**config.mk**
```make
export PLATFORM = sky130hd
export DESIGN_NAME = recovered_clock_select_squelch
export DESIGN_NICKNAME = d
export VERILOG_FILES = /design/src/common/recov_clk_pkg.sv /design/src/rtl/recovered_clock_select_squelch.sv /design/src/rtl/teng_pre_divider.sv /design/src/rtl/recov_out_channel.sv
export SDC_FILE = /design/constraint.sdc
export NUM_CORES = 1
export LEC_CHECK = 0
export ABC_AREA = 1
export BUFFER_PORTS_ARGS = -buffer_cell sky130_fd_sc_hd__buf_2
export CAP_MARGIN = 30
export CORE_MARGIN = 4
export CORE_UTILIZATION = 40
export CTS_BUF_LIST = sky130_fd_sc_hd__clkbuf_16
export DETAILED_ROUTE_END_ITERATION = 10
export PLACE_DENSITY = 0.53
export SLEW_MARGIN = 25
export SYNTH_ARGS = -nofsm -noshare
export SYNTH_HDL_FRONTEND = slang
export SYNTH_SLANG_ARGS = --single-unit
```
**constraint.sdc**
```tcl
create_clock -name sys_clk -period 3.72 [get_ports sys_clk]
set_clock_uncertainty 0.05 [all_clocks]
set_input_delay 0.93 -clock sys_clk [delete_from_list [all_inputs] [get_ports sys_clk]]
set_output_delay 0.93 -clock sys_clk [all_outputs]
set_load 0.005 [all_outputs]
```
**src/common/recov_clk_pkg.sv**
```systemverilog
// Constants, register map and decoding shared by the recovered clock selector
package recov_clk_pkg;

  // Block dimensions
  localparam int NUM_OUT  = 8;   // Recovered clock outputs, 0..3 external, 4..7 internal
  localparam int NUM_EXT  = 4;
  localparam int NUM_SRC  = 22;  // Source codes 0..21
  localparam int NUM_TENG = 4;   // 10G receivers
  localparam int NUM_ONEG = 5;   // 1G receivers
  localparam int NUM_SIXG = 2;   // 6G receivers

  // Register byte addresses
  localparam logic [7:0] OUT_CFG_BASE  = 8'h00;  // recov_out_cfg[0..7], one word each
  localparam logic [7:0] TENG_CFG_BASE = 8'h20;  // teng_recov_cfg[0..3]
  localparam logic [7:0] ONEG_CFG_ADDR = 8'h30;  // onegig_receiver_common_cfg
  localparam logic [7:0] SIXG_CFG_ADDR = 8'h34;  // sixgig_receiver_common_cfg
  localparam logic [7:0] PLL_CFG_ADDR  = 8'h38;  // pll_recov_cfg
  localparam logic [7:0] PLL_OUT_ADDR  = 8'h3c;  // pll_output_cfg
  localparam logic [7:0] STATUS_ADDR   = 8'h40;  // Read-only status

  // Field positions
  localparam int OUT_ENA_BIT  = 0;
  localparam int OUT_DIV_LSB  = 4;   // 3 bits
  localparam int OUT_SRC_LSB  = 8;   // 5 bits
  localparam int TENG_PRE_LSB = 0;   // 2 bits
  localparam int TENG_SQ_BIT  = 4;
  localparam int PLL_ENA_LSB  = 0;   // 2 bits, one per PLL output
  localparam int PLL_SEL_LSB  = 4;   // 2 bits
  localparam int STAT_SQ_LSB  = 0;   // 8 bits of squelch state
  localparam int STAT_LK_LSB  = 8;   // 2 bits of PLL lock

  // Values after reset
  localparam logic [2:0] DIV_RST  = 3'h0;
  localparam logic [4:0] SRC_RST  = 5'h00;
  localparam logic [1:0] PRE_RST  = 2'h0;
  localparam logic [1:0] PSEL_RST = 2'h0;

  // Source codes
  localparam logic [4:0] SRC_ONEG_LO = 5'h04;
  localparam logic [4:0] SRC_ONEG_HI = 5'h08;
  localparam logic [4:0] SRC_SIXG_LO = 5'h09;
  localparam logic [4:0] SRC_SIXG_HI = 5'h0a;
  localparam logic [4:0] SRC_PLL0    = 5'h0c;
  localparam logic [4:0] SRC_TENG_LO = 5'h0d;  // Pre-divided sources, port plus 6
  localparam logic [4:0] SRC_TENG_HI = 5'h10;
  localparam logic [4:0] SRC_TSQ_LO  = 5'h0e;  // 10G squelch enable range
  localparam logic [4:0] SRC_TSQ_HI  = 5'h11;
  localparam logic [4:0] SRC_PLL1    = 5'h15;

  // Codes
  localparam logic [2:0] DIV_CODE_BYPASS = 3'h0;  // Internal outputs only
  localparam logic [2:0] DIV_CODE_HALF   = 3'h6;  // Internal outputs only
  localparam logic [1:0] PRE_STRETCH     = 2'h2;
  localparam logic [5:0] STRETCH_LAST    = 6'h20; // 33 half periods per 16 cycles
  localparam logic [1:0] PLL_SEL_COPY    = 2'h1;  // Copy switch core clock

  // Output divider ratio per divider code
  function automatic logic [4:0] div_ratio(input logic [2:0] code);
    case (code)
      3'h0: div_ratio = 5'h01;
      3'h1: div_ratio = 5'h08;
      3'h2: div_ratio = 5'h04;
      3'h3: div_ratio = 5'h10;
      3'h4: div_ratio = 5'h05;
      3'h5: div_ratio = 5'h19;
      3'h6: div_ratio = 5'h02;
      default: div_ratio = 5'h01;
    endcase
  endfunction

endpackage

```
**src/rtl/recovered_clock_select_squelch.sv**
```systemverilog
// Recovered clock source selection, dividers and automatic squelch
//
// Behaviour
// - a 10G source with pre-divider code 1 and divider code 0 gives line rate over 64, internal only.
// - pre-divider code 2 with divider code 0 stretches every 16th cycle by half a period, internal only.
// - pre-divider code 2 with divider code 4 gives 31.25 MHz with roughly every third cycle stretched.
// - pre-divider code 1 with divider code 4 gives line rate over 320 on any output; source is port plus 6.
// - source code 12 is the first PLL, divider 6 for 125 MHz internal only, divider 1 for 31.25 MHz.
// - source code 21 is the second PLL with the same divider choices.
// - each PLL clock can be driven on its own differential output when the copy select is chosen.
// - with auto squelch enabled for the selected source, loss of signal stops the output.
// - sources 4 to 8 use the 1G receiver squelch enable at index source minus 4.
// - sources 9 and 10 use the 6G receiver squelch enable at index source minus 9.
// - sources 14 to 17 use the 10G squelch enable at index source minus 14.
// - sources 12 and 21 squelch on loss of PLL lock when the matching PLL enable is set.
// - a squelched output stops toggling and parks at whichever level it had.
// - each output divides its source by 4, 5, 8, 16 or 25, or by 1 with code 7; internal outputs also by 1 or 2 with codes 0 and 6.
// - outputs 0 to 3 drive the external pins, each set by its own configuration entry.
`timescale 1ns/10ps
`default_nettype none
module recovered_clock_select_squelch (
  input  wire logic        sys_clk,              // 40 MHz system clock
  input  wire logic        rst_b,                // Asynchronous reset, active low
  input  wire logic        clk_en,               // Freezes all state while low
  input  wire logic [7:0]  reg_addr,             // Register byte address
  input  wire logic [31:0] reg_wdata,            // Write data
  input  wire logic        reg_wr,               // Write strobe
  input  wire logic        reg_rd,               // Read strobe
  output logic      [31:0] reg_rdata,            // Read data, cycle after strobe
  input  wire logic [21:0] src_half_tick,        // Per source half-period pulses
  input  wire logic [21:0] src_los,              // Per source loss of signal
  input  wire logic [1:0]  pll_locked,           // PLL lock indications
  output logic      [3:0]  recov_clock_pin,      // External recovered clocks
  output logic      [3:0]  recov_clock_int,      // Internal recovered clocks
  output logic             pll_diff_clock_out,   // First PLL direct clock
  output logic             pll2_diff_clock_out   // Second PLL direct clock
);

  localparam int NO = recov_clk_pkg::NUM_OUT;
  localparam int NT = recov_clk_pkg::NUM_TENG;

  // Configuration storage
  logic [NO-1:0] recov_out_enable;
  logic [2:0]    recov_out_divider_code [NO];
  logic [4:0]    recov_out_source_code  [NO];
  logic [1:0]    teng_pre_divider_code  [NT];
  logic [NT-1:0] teng_auto_squelch_enable;
  logic [recov_clk_pkg::NUM_ONEG-1:0] onegig_squelch_enable;
  logic [recov_clk_pkg::NUM_SIXG-1:0] sixgig_squelch_enable;
  logic [1:0]    pll_lock_squelch_enable;
  logic [1:0]    pll_out_enable;
  logic [1:0]    pll_out_freq_select;

  // Datapath
  logic [NT-1:0] teng_tick;
  logic [NO-1:0] squelched;
  logic [NO-1:0] run;
  logic [NO-1:0] restart;
  logic [NO-1:0] sel_tick;
  logic [NO-1:0] chan_clk;
  logic [2:0]    last_div [NO];
  logic [4:0]    last_src [NO];
  logic [1:0]    pll_level;

  // Squelch decision for one source code
  function automatic logic squelch_of(input logic [4:0] src, input logic [21:0] los,
                                      input logic [1:0] lock, input logic [4:0] oneg_en,
                                      input logic [1:0] sixg_en, input logic [3:0] teng_en,
                                      input logic [1:0] pll_en);
    logic [4:0] idx;
    idx = 5'h00;
    squelch_of = 1'b0;
    if (src >= recov_clk_pkg::SRC_ONEG_LO && src <= recov_clk_pkg::SRC_ONEG_HI) begin
      idx = src - recov_clk_pkg::SRC_ONEG_LO;
      squelch_of = oneg_en[idx[2:0]] && los[src];
    end else if (src >= recov_clk_pkg::SRC_SIXG_LO && src <= recov_clk_pkg::SRC_SIXG_HI) begin
      idx = src - recov_clk_pkg::SRC_SIXG_LO;
      squelch_of = sixg_en[idx[0]] && los[src];
    end else if (src >= recov_clk_pkg::SRC_TSQ_LO && src <= recov_clk_pkg::SRC_TSQ_HI) begin
      idx = src - recov_clk_pkg::SRC_TSQ_LO;
      squelch_of = teng_en[idx[1:0]] && los[src];
    end else if (src == recov_clk_pkg::SRC_PLL0) begin
      squelch_of = pll_en[0] && !lock[0];
    end else if (src == recov_clk_pkg::SRC_PLL1) begin
      squelch_of = pll_en[1] && !lock[1];
    end
  endfunction

  // Half-period stream for one source code; 10G sources pass their pre-divider
  function automatic logic tick_of(input logic [4:0] src, input logic [21:0] raw,
                                   input logic [3:0] pre);
    logic [4:0] idx;
    idx = src - recov_clk_pkg::SRC_TENG_LO;
    // 10G ports sit at port plus 6
    if (src >= recov_clk_pkg::SRC_TENG_LO && src <= recov_clk_pkg::SRC_TENG_HI) begin
      tick_of = pre[idx[1:0]];
    end else if (src < 5'(recov_clk_pkg::NUM_SRC)) begin
      tick_of = raw[src];
    end else begin
      tick_of = 1'b0;  // Unused codes give no clock
    end
  endfunction

  // Output configuration writes
  always_ff @(posedge sys_clk or negedge rst_b) begin
    if (!rst_b) begin
      recov_out_enable <= '0;
      for (int i = 0; i < NO; i++) begin
        recov_out_divider_code[i] <= recov_clk_pkg::DIV_RST;
        recov_out_source_code[i]  <= recov_clk_pkg::SRC_RST;
      end
    end else if (clk_en && reg_wr && reg_addr[7:5] == recov_clk_pkg::OUT_CFG_BASE[7:5]
                 && reg_addr[1:0] == 2'h0) begin
      recov_out_enable[reg_addr[4:2]] <= reg_wdata[recov_clk_pkg::OUT_ENA_BIT];
      recov_out_divider_code[reg_addr[4:2]] <= reg_wdata[recov_clk_pkg::OUT_DIV_LSB +: 3];
      recov_out_source_code[reg_addr[4:2]]  <= reg_wdata[recov_clk_pkg::OUT_SRC_LSB +: 5];
    end
  end

  // 10G configuration writes
  always_ff @(posedge sys_clk or negedge rst_b) begin
    if (!rst_b) begin
      teng_auto_squelch_enable <= '0;
      for (int i = 0; i < NT; i++) begin
        teng_pre_divider_code[i] <= recov_clk_pkg::PRE_RST;
      end
    end else if (clk_en && reg_wr && reg_addr[7:4] == recov_clk_pkg::TENG_CFG_BASE[7:4]
                 && reg_addr[1:0] == 2'h0) begin
      teng_pre_divider_code[reg_addr[3:2]] <= reg_wdata[recov_clk_pkg::TENG_PRE_LSB +: 2];
      teng_auto_squelch_enable[reg_addr[3:2]] <= reg_wdata[recov_clk_pkg::TENG_SQ_BIT];
    end
  end

  // Receiver and PLL configuration writes
  always_ff @(posedge sys_clk or negedge rst_b) begin
    if (!rst_b) begin
      onegig_squelch_enable   <= '0;
      sixgig_squelch_enable   <= '0;
      pll_lock_squelch_enable <= '0;
      pll_out_enable          <= '0;
      pll_out_freq_select     <= recov_clk_pkg::PSEL_RST;
    end else if (clk_en && reg_wr) begin
      case (reg_addr)
        recov_clk_pkg::ONEG_CFG_ADDR: begin
          onegig_squelch_enable <= reg_wdata[recov_clk_pkg::NUM_ONEG-1:0];
        end
        recov_clk_pkg::SIXG_CFG_ADDR: begin
          sixgig_squelch_enable <= reg_wdata[recov_clk_pkg::NUM_SIXG-1:0];
        end
        recov_clk_pkg::PLL_CFG_ADDR: begin
          pll_lock_squelch_enable <= reg_wdata[1:0];
        end
        recov_clk_pkg::PLL_OUT_ADDR: begin
          pll_out_enable      <= reg_wdata[recov_clk_pkg::PLL_ENA_LSB +: 2];
          pll_out_freq_select <= reg_wdata[recov_clk_pkg::PLL_SEL_LSB +: 2];
        end
        default: begin
        end
      endcase
    end
  end

  // Read data stands only in the cycle after the strobe
  always_ff @(posedge sys_clk or negedge rst_b) begin
    if (!rst_b) begin
      reg_rdata <= 32'h0000_0000;
    end else if (clk_en) begin
      // Clearing every idle cycle keeps a stale word from passing as fresh
      reg_rdata <= 32'h0000_0000;
      if (reg_rd) begin
        if (reg_addr[7:5] == recov_clk_pkg::OUT_CFG_BASE[7:5]) begin
          reg_rdata[recov_clk_pkg::OUT_ENA_BIT] <= recov_out_enable[reg_addr[4:2]];
          reg_rdata[recov_clk_pkg::OUT_DIV_LSB +: 3] <= recov_out_divider_code[reg_addr[4:2]];
          reg_rdata[recov_clk_pkg::OUT_SRC_LSB +: 5] <= recov_out_source_code[reg_addr[4:2]];
        end else if (reg_addr[7:4] == recov_clk_pkg::TENG_CFG_BASE[7:4]) begin
          reg_rdata[recov_clk_pkg::TENG_PRE_LSB +: 2] <= teng_pre_divider_code[reg_addr[3:2]];
          reg_rdata[recov_clk_pkg::TENG_SQ_BIT] <= teng_auto_squelch_enable[reg_addr[3:2]];
        end else begin
          case (reg_addr)
            recov_clk_pkg::ONEG_CFG_ADDR: begin
              reg_rdata[recov_clk_pkg::NUM_ONEG-1:0] <= onegig_squelch_enable;
            end
            recov_clk_pkg::SIXG_CFG_ADDR: begin
              reg_rdata[recov_clk_pkg::NUM_SIXG-1:0] <= sixgig_squelch_enable;
            end
            recov_clk_pkg::PLL_CFG_ADDR: begin
              reg_rdata[1:0] <= pll_lock_squelch_enable;
            end
            recov_clk_pkg::PLL_OUT_ADDR: begin
              reg_rdata[recov_clk_pkg::PLL_ENA_LSB +: 2] <= pll_out_enable;
              reg_rdata[recov_clk_pkg::PLL_SEL_LSB +: 2] <= pll_out_freq_select;
            end
            recov_clk_pkg::STATUS_ADDR: begin
              reg_rdata[recov_clk_pkg::STAT_SQ_LSB +: 8] <= squelched;
              reg_rdata[recov_clk_pkg::STAT_LK_LSB +: 2] <= pll_locked;
            end
            default: begin
            end
          endcase
        end
      end
    end
  end

  // one pre-divider per 10G receiver, indexed by source minus 13
  // Every receiver keeps its phase even while no output selects it
  genvar t;
  generate
    for (t = 0; t < NT; t++) begin : g_teng
      teng_pre_divider u_pre (
        .sys_clk   (sys_clk),
        .rst_b     (rst_b),
        .clk_en    (clk_en),
        .half_tick (src_half_tick[recov_clk_pkg::SRC_TENG_LO + t]),
        .pre_code  (teng_pre_divider_code[t]),
        .out_tick  (teng_tick[t])
      );
    end
  endgenerate

  // Remember the last source and divider to spot a reconfiguration
  always_ff @(posedge sys_clk or negedge rst_b) begin
    if (!rst_b) begin
      for (int i = 0; i < NO; i++) begin
        last_div[i] <= recov_clk_pkg::DIV_RST;
        last_src[i] <= recov_clk_pkg::SRC_RST;
      end
    end else if (clk_en) begin
      for (int i = 0; i < NO; i++) begin
        last_div[i] <= recov_out_divider_code[i];
        last_src[i] <= recov_out_source_code[i];
      end
    end
  end

  genvar n;
  generate
    for (n = 0; n < NO; n++) begin : g_out
      assign squelched[n] = squelch_of(recov_out_source_code[n], src_los, pll_locked,
                                       onegig_squelch_enable, sixgig_squelch_enable,
                                       teng_auto_squelch_enable, pll_lock_squelch_enable);
      // source selection, PLLs at codes 12 and 21
      assign sel_tick[n] = tick_of(recov_out_source_code[n], src_half_tick, teng_tick);
      // A restart keeps the level, so no half period comes out short
      assign restart[n]  = (last_div[n] != recov_out_divider_code[n])
                           || (last_src[n] != recov_out_source_code[n]);
      // disabled, squelched or barred outputs hold still
      if (n < recov_clk_pkg::NUM_EXT) begin : g_ext
        // divider codes 0 and 6 are barred from external pins; code 7 still divides by 1 there
        assign run[n] = recov_out_enable[n] && !squelched[n]
                        && recov_out_divider_code[n] != recov_clk_pkg::DIV_CODE_BYPASS
                        && recov_out_divider_code[n] != recov_clk_pkg::DIV_CODE_HALF;
      end else begin : g_int
        // stretched 10G streams may use any divider
        assign run[n] = recov_out_enable[n] && !squelched[n];
      end
      recov_out_channel u_chan (
        .sys_clk   (sys_clk),
        .rst_b     (rst_b),
        .clk_en    (clk_en),
        .run       (run[n]),
        .restart   (restart[n]),
        .half_tick (sel_tick[n]),
        .div_code  (recov_out_divider_code[n]),
        .clk_out   (chan_clk[n])
      );
    end
  endgenerate

  // first four drive the pins, the rest stay internal
  assign recov_clock_pin = chan_clk[recov_clk_pkg::NUM_EXT-1:0];
  assign recov_clock_int = chan_clk[NO-1:recov_clk_pkg::NUM_EXT];

  // PLL direct outputs follow each PLL half period when copy select is chosen
  // Enable bits alone do nothing; the select must read copy as well
  always_ff @(posedge sys_clk or negedge rst_b) begin
    if (!rst_b) begin
      pll_level <= 2'h0;
    end else if (clk_en && pll_out_freq_select == recov_clk_pkg::PLL_SEL_COPY) begin
      if (pll_out_enable[0] && src_half_tick[recov_clk_pkg::SRC_PLL0]) begin
        pll_level[0] <= ~pll_level[0];
      end
      if (pll_out_enable[1] && src_half_tick[recov_clk_pkg::SRC_PLL1]) begin
        pll_level[1] <= ~pll_level[1];
      end
    end
  end

  assign pll_diff_clock_out  = pll_level[0];
  assign pll2_diff_clock_out = pll_level[1];

endmodule
`default_nettype wire

```
**src/rtl/teng_pre_divider.sv**
```systemverilog
// Pre-divider for one 10G receive clock, optionally stretching cycles
`timescale 1ns/10ps
`default_nettype none
module teng_pre_divider (
  input  wire logic       sys_clk,    // System clock
  input  wire logic       rst_b,      // Asynchronous reset, active low
  input  wire logic       clk_en,     // Freezes state while low
  input  wire logic       half_tick,  // One pulse per half period of the receive clock
  input  wire logic [1:0] pre_code,   // teng_pre_divider_code
  output logic            out_tick    // Half-period pulses after pre-division
);

  logic [5:0] phase;

  // Half-period counter; one half period in 33 is swallowed, stretching every 16th cycle
  always_ff @(posedge sys_clk or negedge rst_b) begin
    if (!rst_b) begin
      phase <= 6'h00;
    end else if (clk_en && half_tick) begin
      if (phase == recov_clk_pkg::STRETCH_LAST) begin
        phase <= 6'h00;
      end else begin
        phase <= phase + 6'h01;
      end
    end
  end

  always_ff @(posedge sys_clk or negedge rst_b) begin
    if (!rst_b) begin
      out_tick <= 1'b0;
    end else if (clk_en) begin
      if (pre_code == recov_clk_pkg::PRE_STRETCH) begin
        out_tick <= half_tick && (phase != recov_clk_pkg::STRETCH_LAST);
      end else begin
        out_tick <= half_tick;  // Line rate passes unchanged
      end
    end
  end

endmodule
`default_nettype wire

```
**src/rtl/recov_out_channel.sv**
```systemverilog
// Output divider for one recovered clock output with glitch-free hold
`timescale 1ns/10ps
`default_nettype none
module recov_out_channel (
  input  wire logic       sys_clk,    // System clock
  input  wire logic       rst_b,      // Asynchronous reset, active low
  input  wire logic       clk_en,     // Freezes state while low
  input  wire logic       run,        // Enabled, allowed and not squelched
  input  wire logic       restart,    // Source or divider changed
  input  wire logic       half_tick,  // Selected source half-period pulses
  input  wire logic [2:0] div_code,   // recov_out_divider_code
  output logic            clk_out     // Recovered clock level
);

  logic [4:0] count;
  logic [4:0] ratio;

  assign ratio = recov_clk_pkg::div_ratio(div_code);

  // toggle every ratio half periods, giving a 50 percent duty even for odd ratios
  always_ff @(posedge sys_clk or negedge rst_b) begin
    if (!rst_b) begin
      count <= 5'h00;
    end else if (clk_en) begin
      if (!run || restart) begin
        count <= 5'h00;
      end else if (half_tick) begin
        count <= (count == ratio - 5'h01) ? 5'h00 : count + 5'h01;
      end
    end
  end

  // level only moves on a full count, so a stop or restart leaves no runt
  always_ff @(posedge sys_clk or negedge rst_b) begin
    if (!rst_b) begin
      clk_out <= 1'b0;
    end else if (clk_en && run && !restart && half_tick && count == ratio - 5'h01) begin
      clk_out <= ~clk_out;
    end
  end

endmodule
`default_nettype wire

```
==> summary.md <==
| Metric | Value |
|---|---|
| Clock share of power | `42.9%` |
| Nets | `3045` |
| Max-slew violation count | `0` |
| Placer Congestion | `0.9890` |
| Initial DRC Count | `2012` |
| Crit-path max cell delay | `0.57 ns` |
| Die Y | `between 200 and 250 um` |
| Worst VDD drop | `~0.38 mV` |
| Pleak | `9.930 nW` |
| Share of cells above drive strength 1 | `7.695%` |
| Drt first pass iters | `6` |
| Comb power frac | `17.4%` |
| FF-to-FF path depth | `12` |
| Critical Path, Cell by Cell | `inv_1 > nor2_1 > nand3_1 > o21ai_0 > o21ai_0 > and3_1 > mux2i_1 > nand2_1 > nor2_4 > nand2_1 > nand2_1 > nand2_1` |
| DRC violations left | `0` |
| Die Footprint | `0.05235 mm^2` |
| Initial Util | `40.68%` |
| TritonCTS clock tree | `done` |
| Inserted Clock Buffers | `31` |
| Row count | `80` |
| Synth cell types | `60` |
| Top cell by count, worst path | `nand2_1` |
| CTS Sinks | `252` |
| Slew margin rel. | `45.08%` |
| Layout Area Growth over Synthesis | `9.707%` |
| RSZ-0062 raised after global routing | `false` |
| Crit-path slowest cell | `dfrtp_1` |
| Setup repair bufs after CTS | `0` |
| P_sw | `2.392 mW` |
| Grt ovf | `0` |
| Post-Synth XOR/XNOR Area | `4.023%` |
| Initial antenna violation count | `0` |
| Most numerous cell in the Yosys netlist | `nand2_1` |
| Crit-path max FO | `8` |
| Reg clk slew, reported paths | `0.06 ns` |
| Worst min path class | `primary input to async pin` |
| Internal Dissipation | `5.397 mW` |
| Critical path startpoint category | `flip-flop` |
| Post-route minimum period | `3.070 ns` |
| Crit. End Element | `flip-flop` |
| CP Data Required Time | `4.17 ns` |
| Yosys top cell by area | `dfrtp_1` |
| Status | `completed` |
| N_diodes | `0` |
| Crit path depth | `12` |
| Latest clock arrival within the worst-skew pair | `about 0.61 ns` |
| Vias per cell | `between 5 and 6` |
| Vias in the first global route | `18740` |
| Synth Area in Adders | `2.566%` |
| Die Wd | `228.8 um` |
| Final hold vios | `0` |
| Min Hold Slack | `0.2571 ns` |
| I/O pin count | `133` |
| Port Buf Inserts | `93` |
| Setup Viol. Count Final | `0` |
| Average wire per standard cell | `roughly 21 um` |
| CTS Buffer Depth | `3` |
| Via count | `20520` |
| Final setup TNS | `0 ns` |
| Power Dens Cells | `roughly 360 mW/mm^2` |
| Fmax | `between 0.3 and 0.4 GHz` |
| Number of synthesized flops with an enable pin | `0` |
| Seq pwr share | `39.7%` |
| First-pass GRT wire length | `114.8 mm` |
| Synthesized netlist cell count | `2889` |
| Simple-gate share of the synthesized area | `29.61%` |
| Main synth FF type | `dfrtp_1` |
| Critical path type | `flip-flop to flip-flop` |
| Compound-gate portion of the synthesized area | `21.00%` |
| Max Cap Viol | `0` |
| ANT nets after route | `0` |
| Largest family of logic cells by synthesized area | `simple AND/OR/NAND/NOR gates` |
| Worst Max-Slew Pin Slew | `0.8230 ns` |
| Ys async rst share | `100.0%` |
| Commonest cells post-synth | `nand2_1 (761), o21ai_0 (296), inv_1 (287), dfrtp_1 (252), nand3_1 (214)` |
| Syn_area_per_cell | `6.751 um^2` |
| H-Tree Depth | `1` |
| Largest net degree at the start of global routing | `68` |
| WL final | `roughly 76 mm` |
| CP Buf/Inv Count | `1` |
| Period utilisation layout | `between 80% and 90%` |
| Synth warn | `0` |
| Critical Path AT | `approximately 3.5 ns` |
| Clock root buffer | `clkbuf_16` |
| All-Layer GR Usage | `27.89%` |
| Placed cells | `between 3000 and 4000` |
| Top delay family on crit path | `simple AND/OR/NAND/NOR gates` |
| Core Area | `0.04795 mm^2` |
| Post-CTS Resized | `0` |
| CTS Hold Bufs | `0` |
| Post-synthesis register bit count | `roughly 250` |
| Post-Layout Cell Count | `3552` |
| HPWL after DPL | `58.58 mm` |
| Largest cells by area after synthesis | `dfrtp_1 (32%), nand2_1 (15%), o21ai_0 (7.6%)` |
| Sw frac | `30.71%` |
| Post-synthesis sequential area ratio | `between 30% and 40%` |
| Post-synthesis cell area | `0.01950 mm^2` |
| Mux contribution to synthesized area | `0.1026%` |
| Proportion of netlist area held by the largest area contributor | `32.33%` |
[metal layers]
metal  vias up  track usage [%]  part of all wire [%]
met2       929            44.61                    45
met4         0            7.379                   2.8
met5         -                0                     0
met3       115            4.113                   8.3
met1      9718            39.65                    44
li1       9754                -                     -
[cells in the final DEF (no fill, tap or decap), drive strengths merged, types with 2 or more instances in the layout]
cell	netlist	routed
a22oi	4	4
nand4	60	60
o221ai	5	5
o21ai	377	377
clkbuf	42	31
nor3b	9	9
a31oi	8	8
dfrtp	252	252
nand3	215	215
and3	3	3
o2111ai	13	13
nor4	18	18
a221oi	5	5
o41ai	4	4
buf	119	135
a32oi	3	3
xnor2	23	23
o21bai	4	4
nand2	761	761
nor2	222	222
nand3b	6	6
nor3	30	30
o22ai	43	43
clkinv	1	12
inv	298	304
o311ai	2	2
or2	5	5
xor2	64	64
and2	4	4
conb	1	19
o211a	2	2
bufinv	0	8
ha	40	40
mux2i	2	2
a21oi	130	130
o211ai	99	99
o31ai	8	8
[state kept, by name, indices dropped and copies added (netlist names), 4 cells and up]
register	flops
teng_pre_divider_code	8
teng_auto_squelch_enable	4
onegig_squelch_enable	5
recov_out_source_code	40
g_out.u_chan.count	40
recov_out_divider_code	24
last_src	40
g_teng.u_pre.phase	24
last_div	24
reg_rdata	13
g_teng.u_pre.out_tick	4
g_out.u_chan.clk_out	8
recov_out_enable	8
[power by group through the flow]
stage / clock network, mW / registers [mW] / logic [mW]
4_1_cts: 3.40 / 3.09 / 1.34
3_5_place_dp: 0 / 3.14 / 1.33
2_1_floorplan: 0 / 3.07 / 0.892
5_1_grt: 3.51 / 3.12 / 1.50
6_report: 3.34 / 3.10 / 1.35
3_3_place_gp: 0 / 3.13 / 1.31
[cell families (layout without fill, tap and decap cells)]
kind of cell,count (synthesis),after routing
and+or+nand+nor,1334,1334
AOI/OAI and AO/OA,712,712
buffers and inverters,460,490
DFF,252,252
xor gates and xnor gates,88,88
adders and majority gates,40,40
muxes,2,2
other,1,19
[worst paths after layout]
check	startpoint	to	slack (ns)
max in group asynchronous	rst_b	g_out[7].u_chan.count[1]	2.55
min in group sys_clk	reg_rdata[10]	reg_rdata[10]	0.42
max reg2reg	recov_out_source_code[26]	g_out[2].u_chan.clk_out	0.65
min reg2reg	reg_rdata[10]	reg_rdata[10]	0.42
max	recov_out_source_code[26]	g_out[2].u_chan.clk_out	0.65
min	rst_b	g_out[5].u_chan.count[3]	0.26
[stage by stage]
stage / setup slack, ns / total power [mW] / instance area [um^2] / util, %
after global placement: 0.5275 / 4.443 / 20290 / 42.31
after floorplan: 1.126 / 3.958 / 19570 / -
after CTS: 0.6464 / 7.833 / 21400 / 44.62
after global routing: 0.4477 / 8.132 / 21400 / 44.62
after detailed placement: 0.5089 / 4.474 / 20290 / 42.31
final: 0.6503 / 7.789 / 21400 / 44.62
[cell type report]
class	instances	area, um^2
clock inverter	25	332.8
fill	4920	26550
tap	615	769.5
clock buffer	31	775.7
timing repair buffer	135	843.3
multi-input combinational	2195	11250
inverter	299	1122
sequential	252	6306
(Power assumes the default switching activity.)
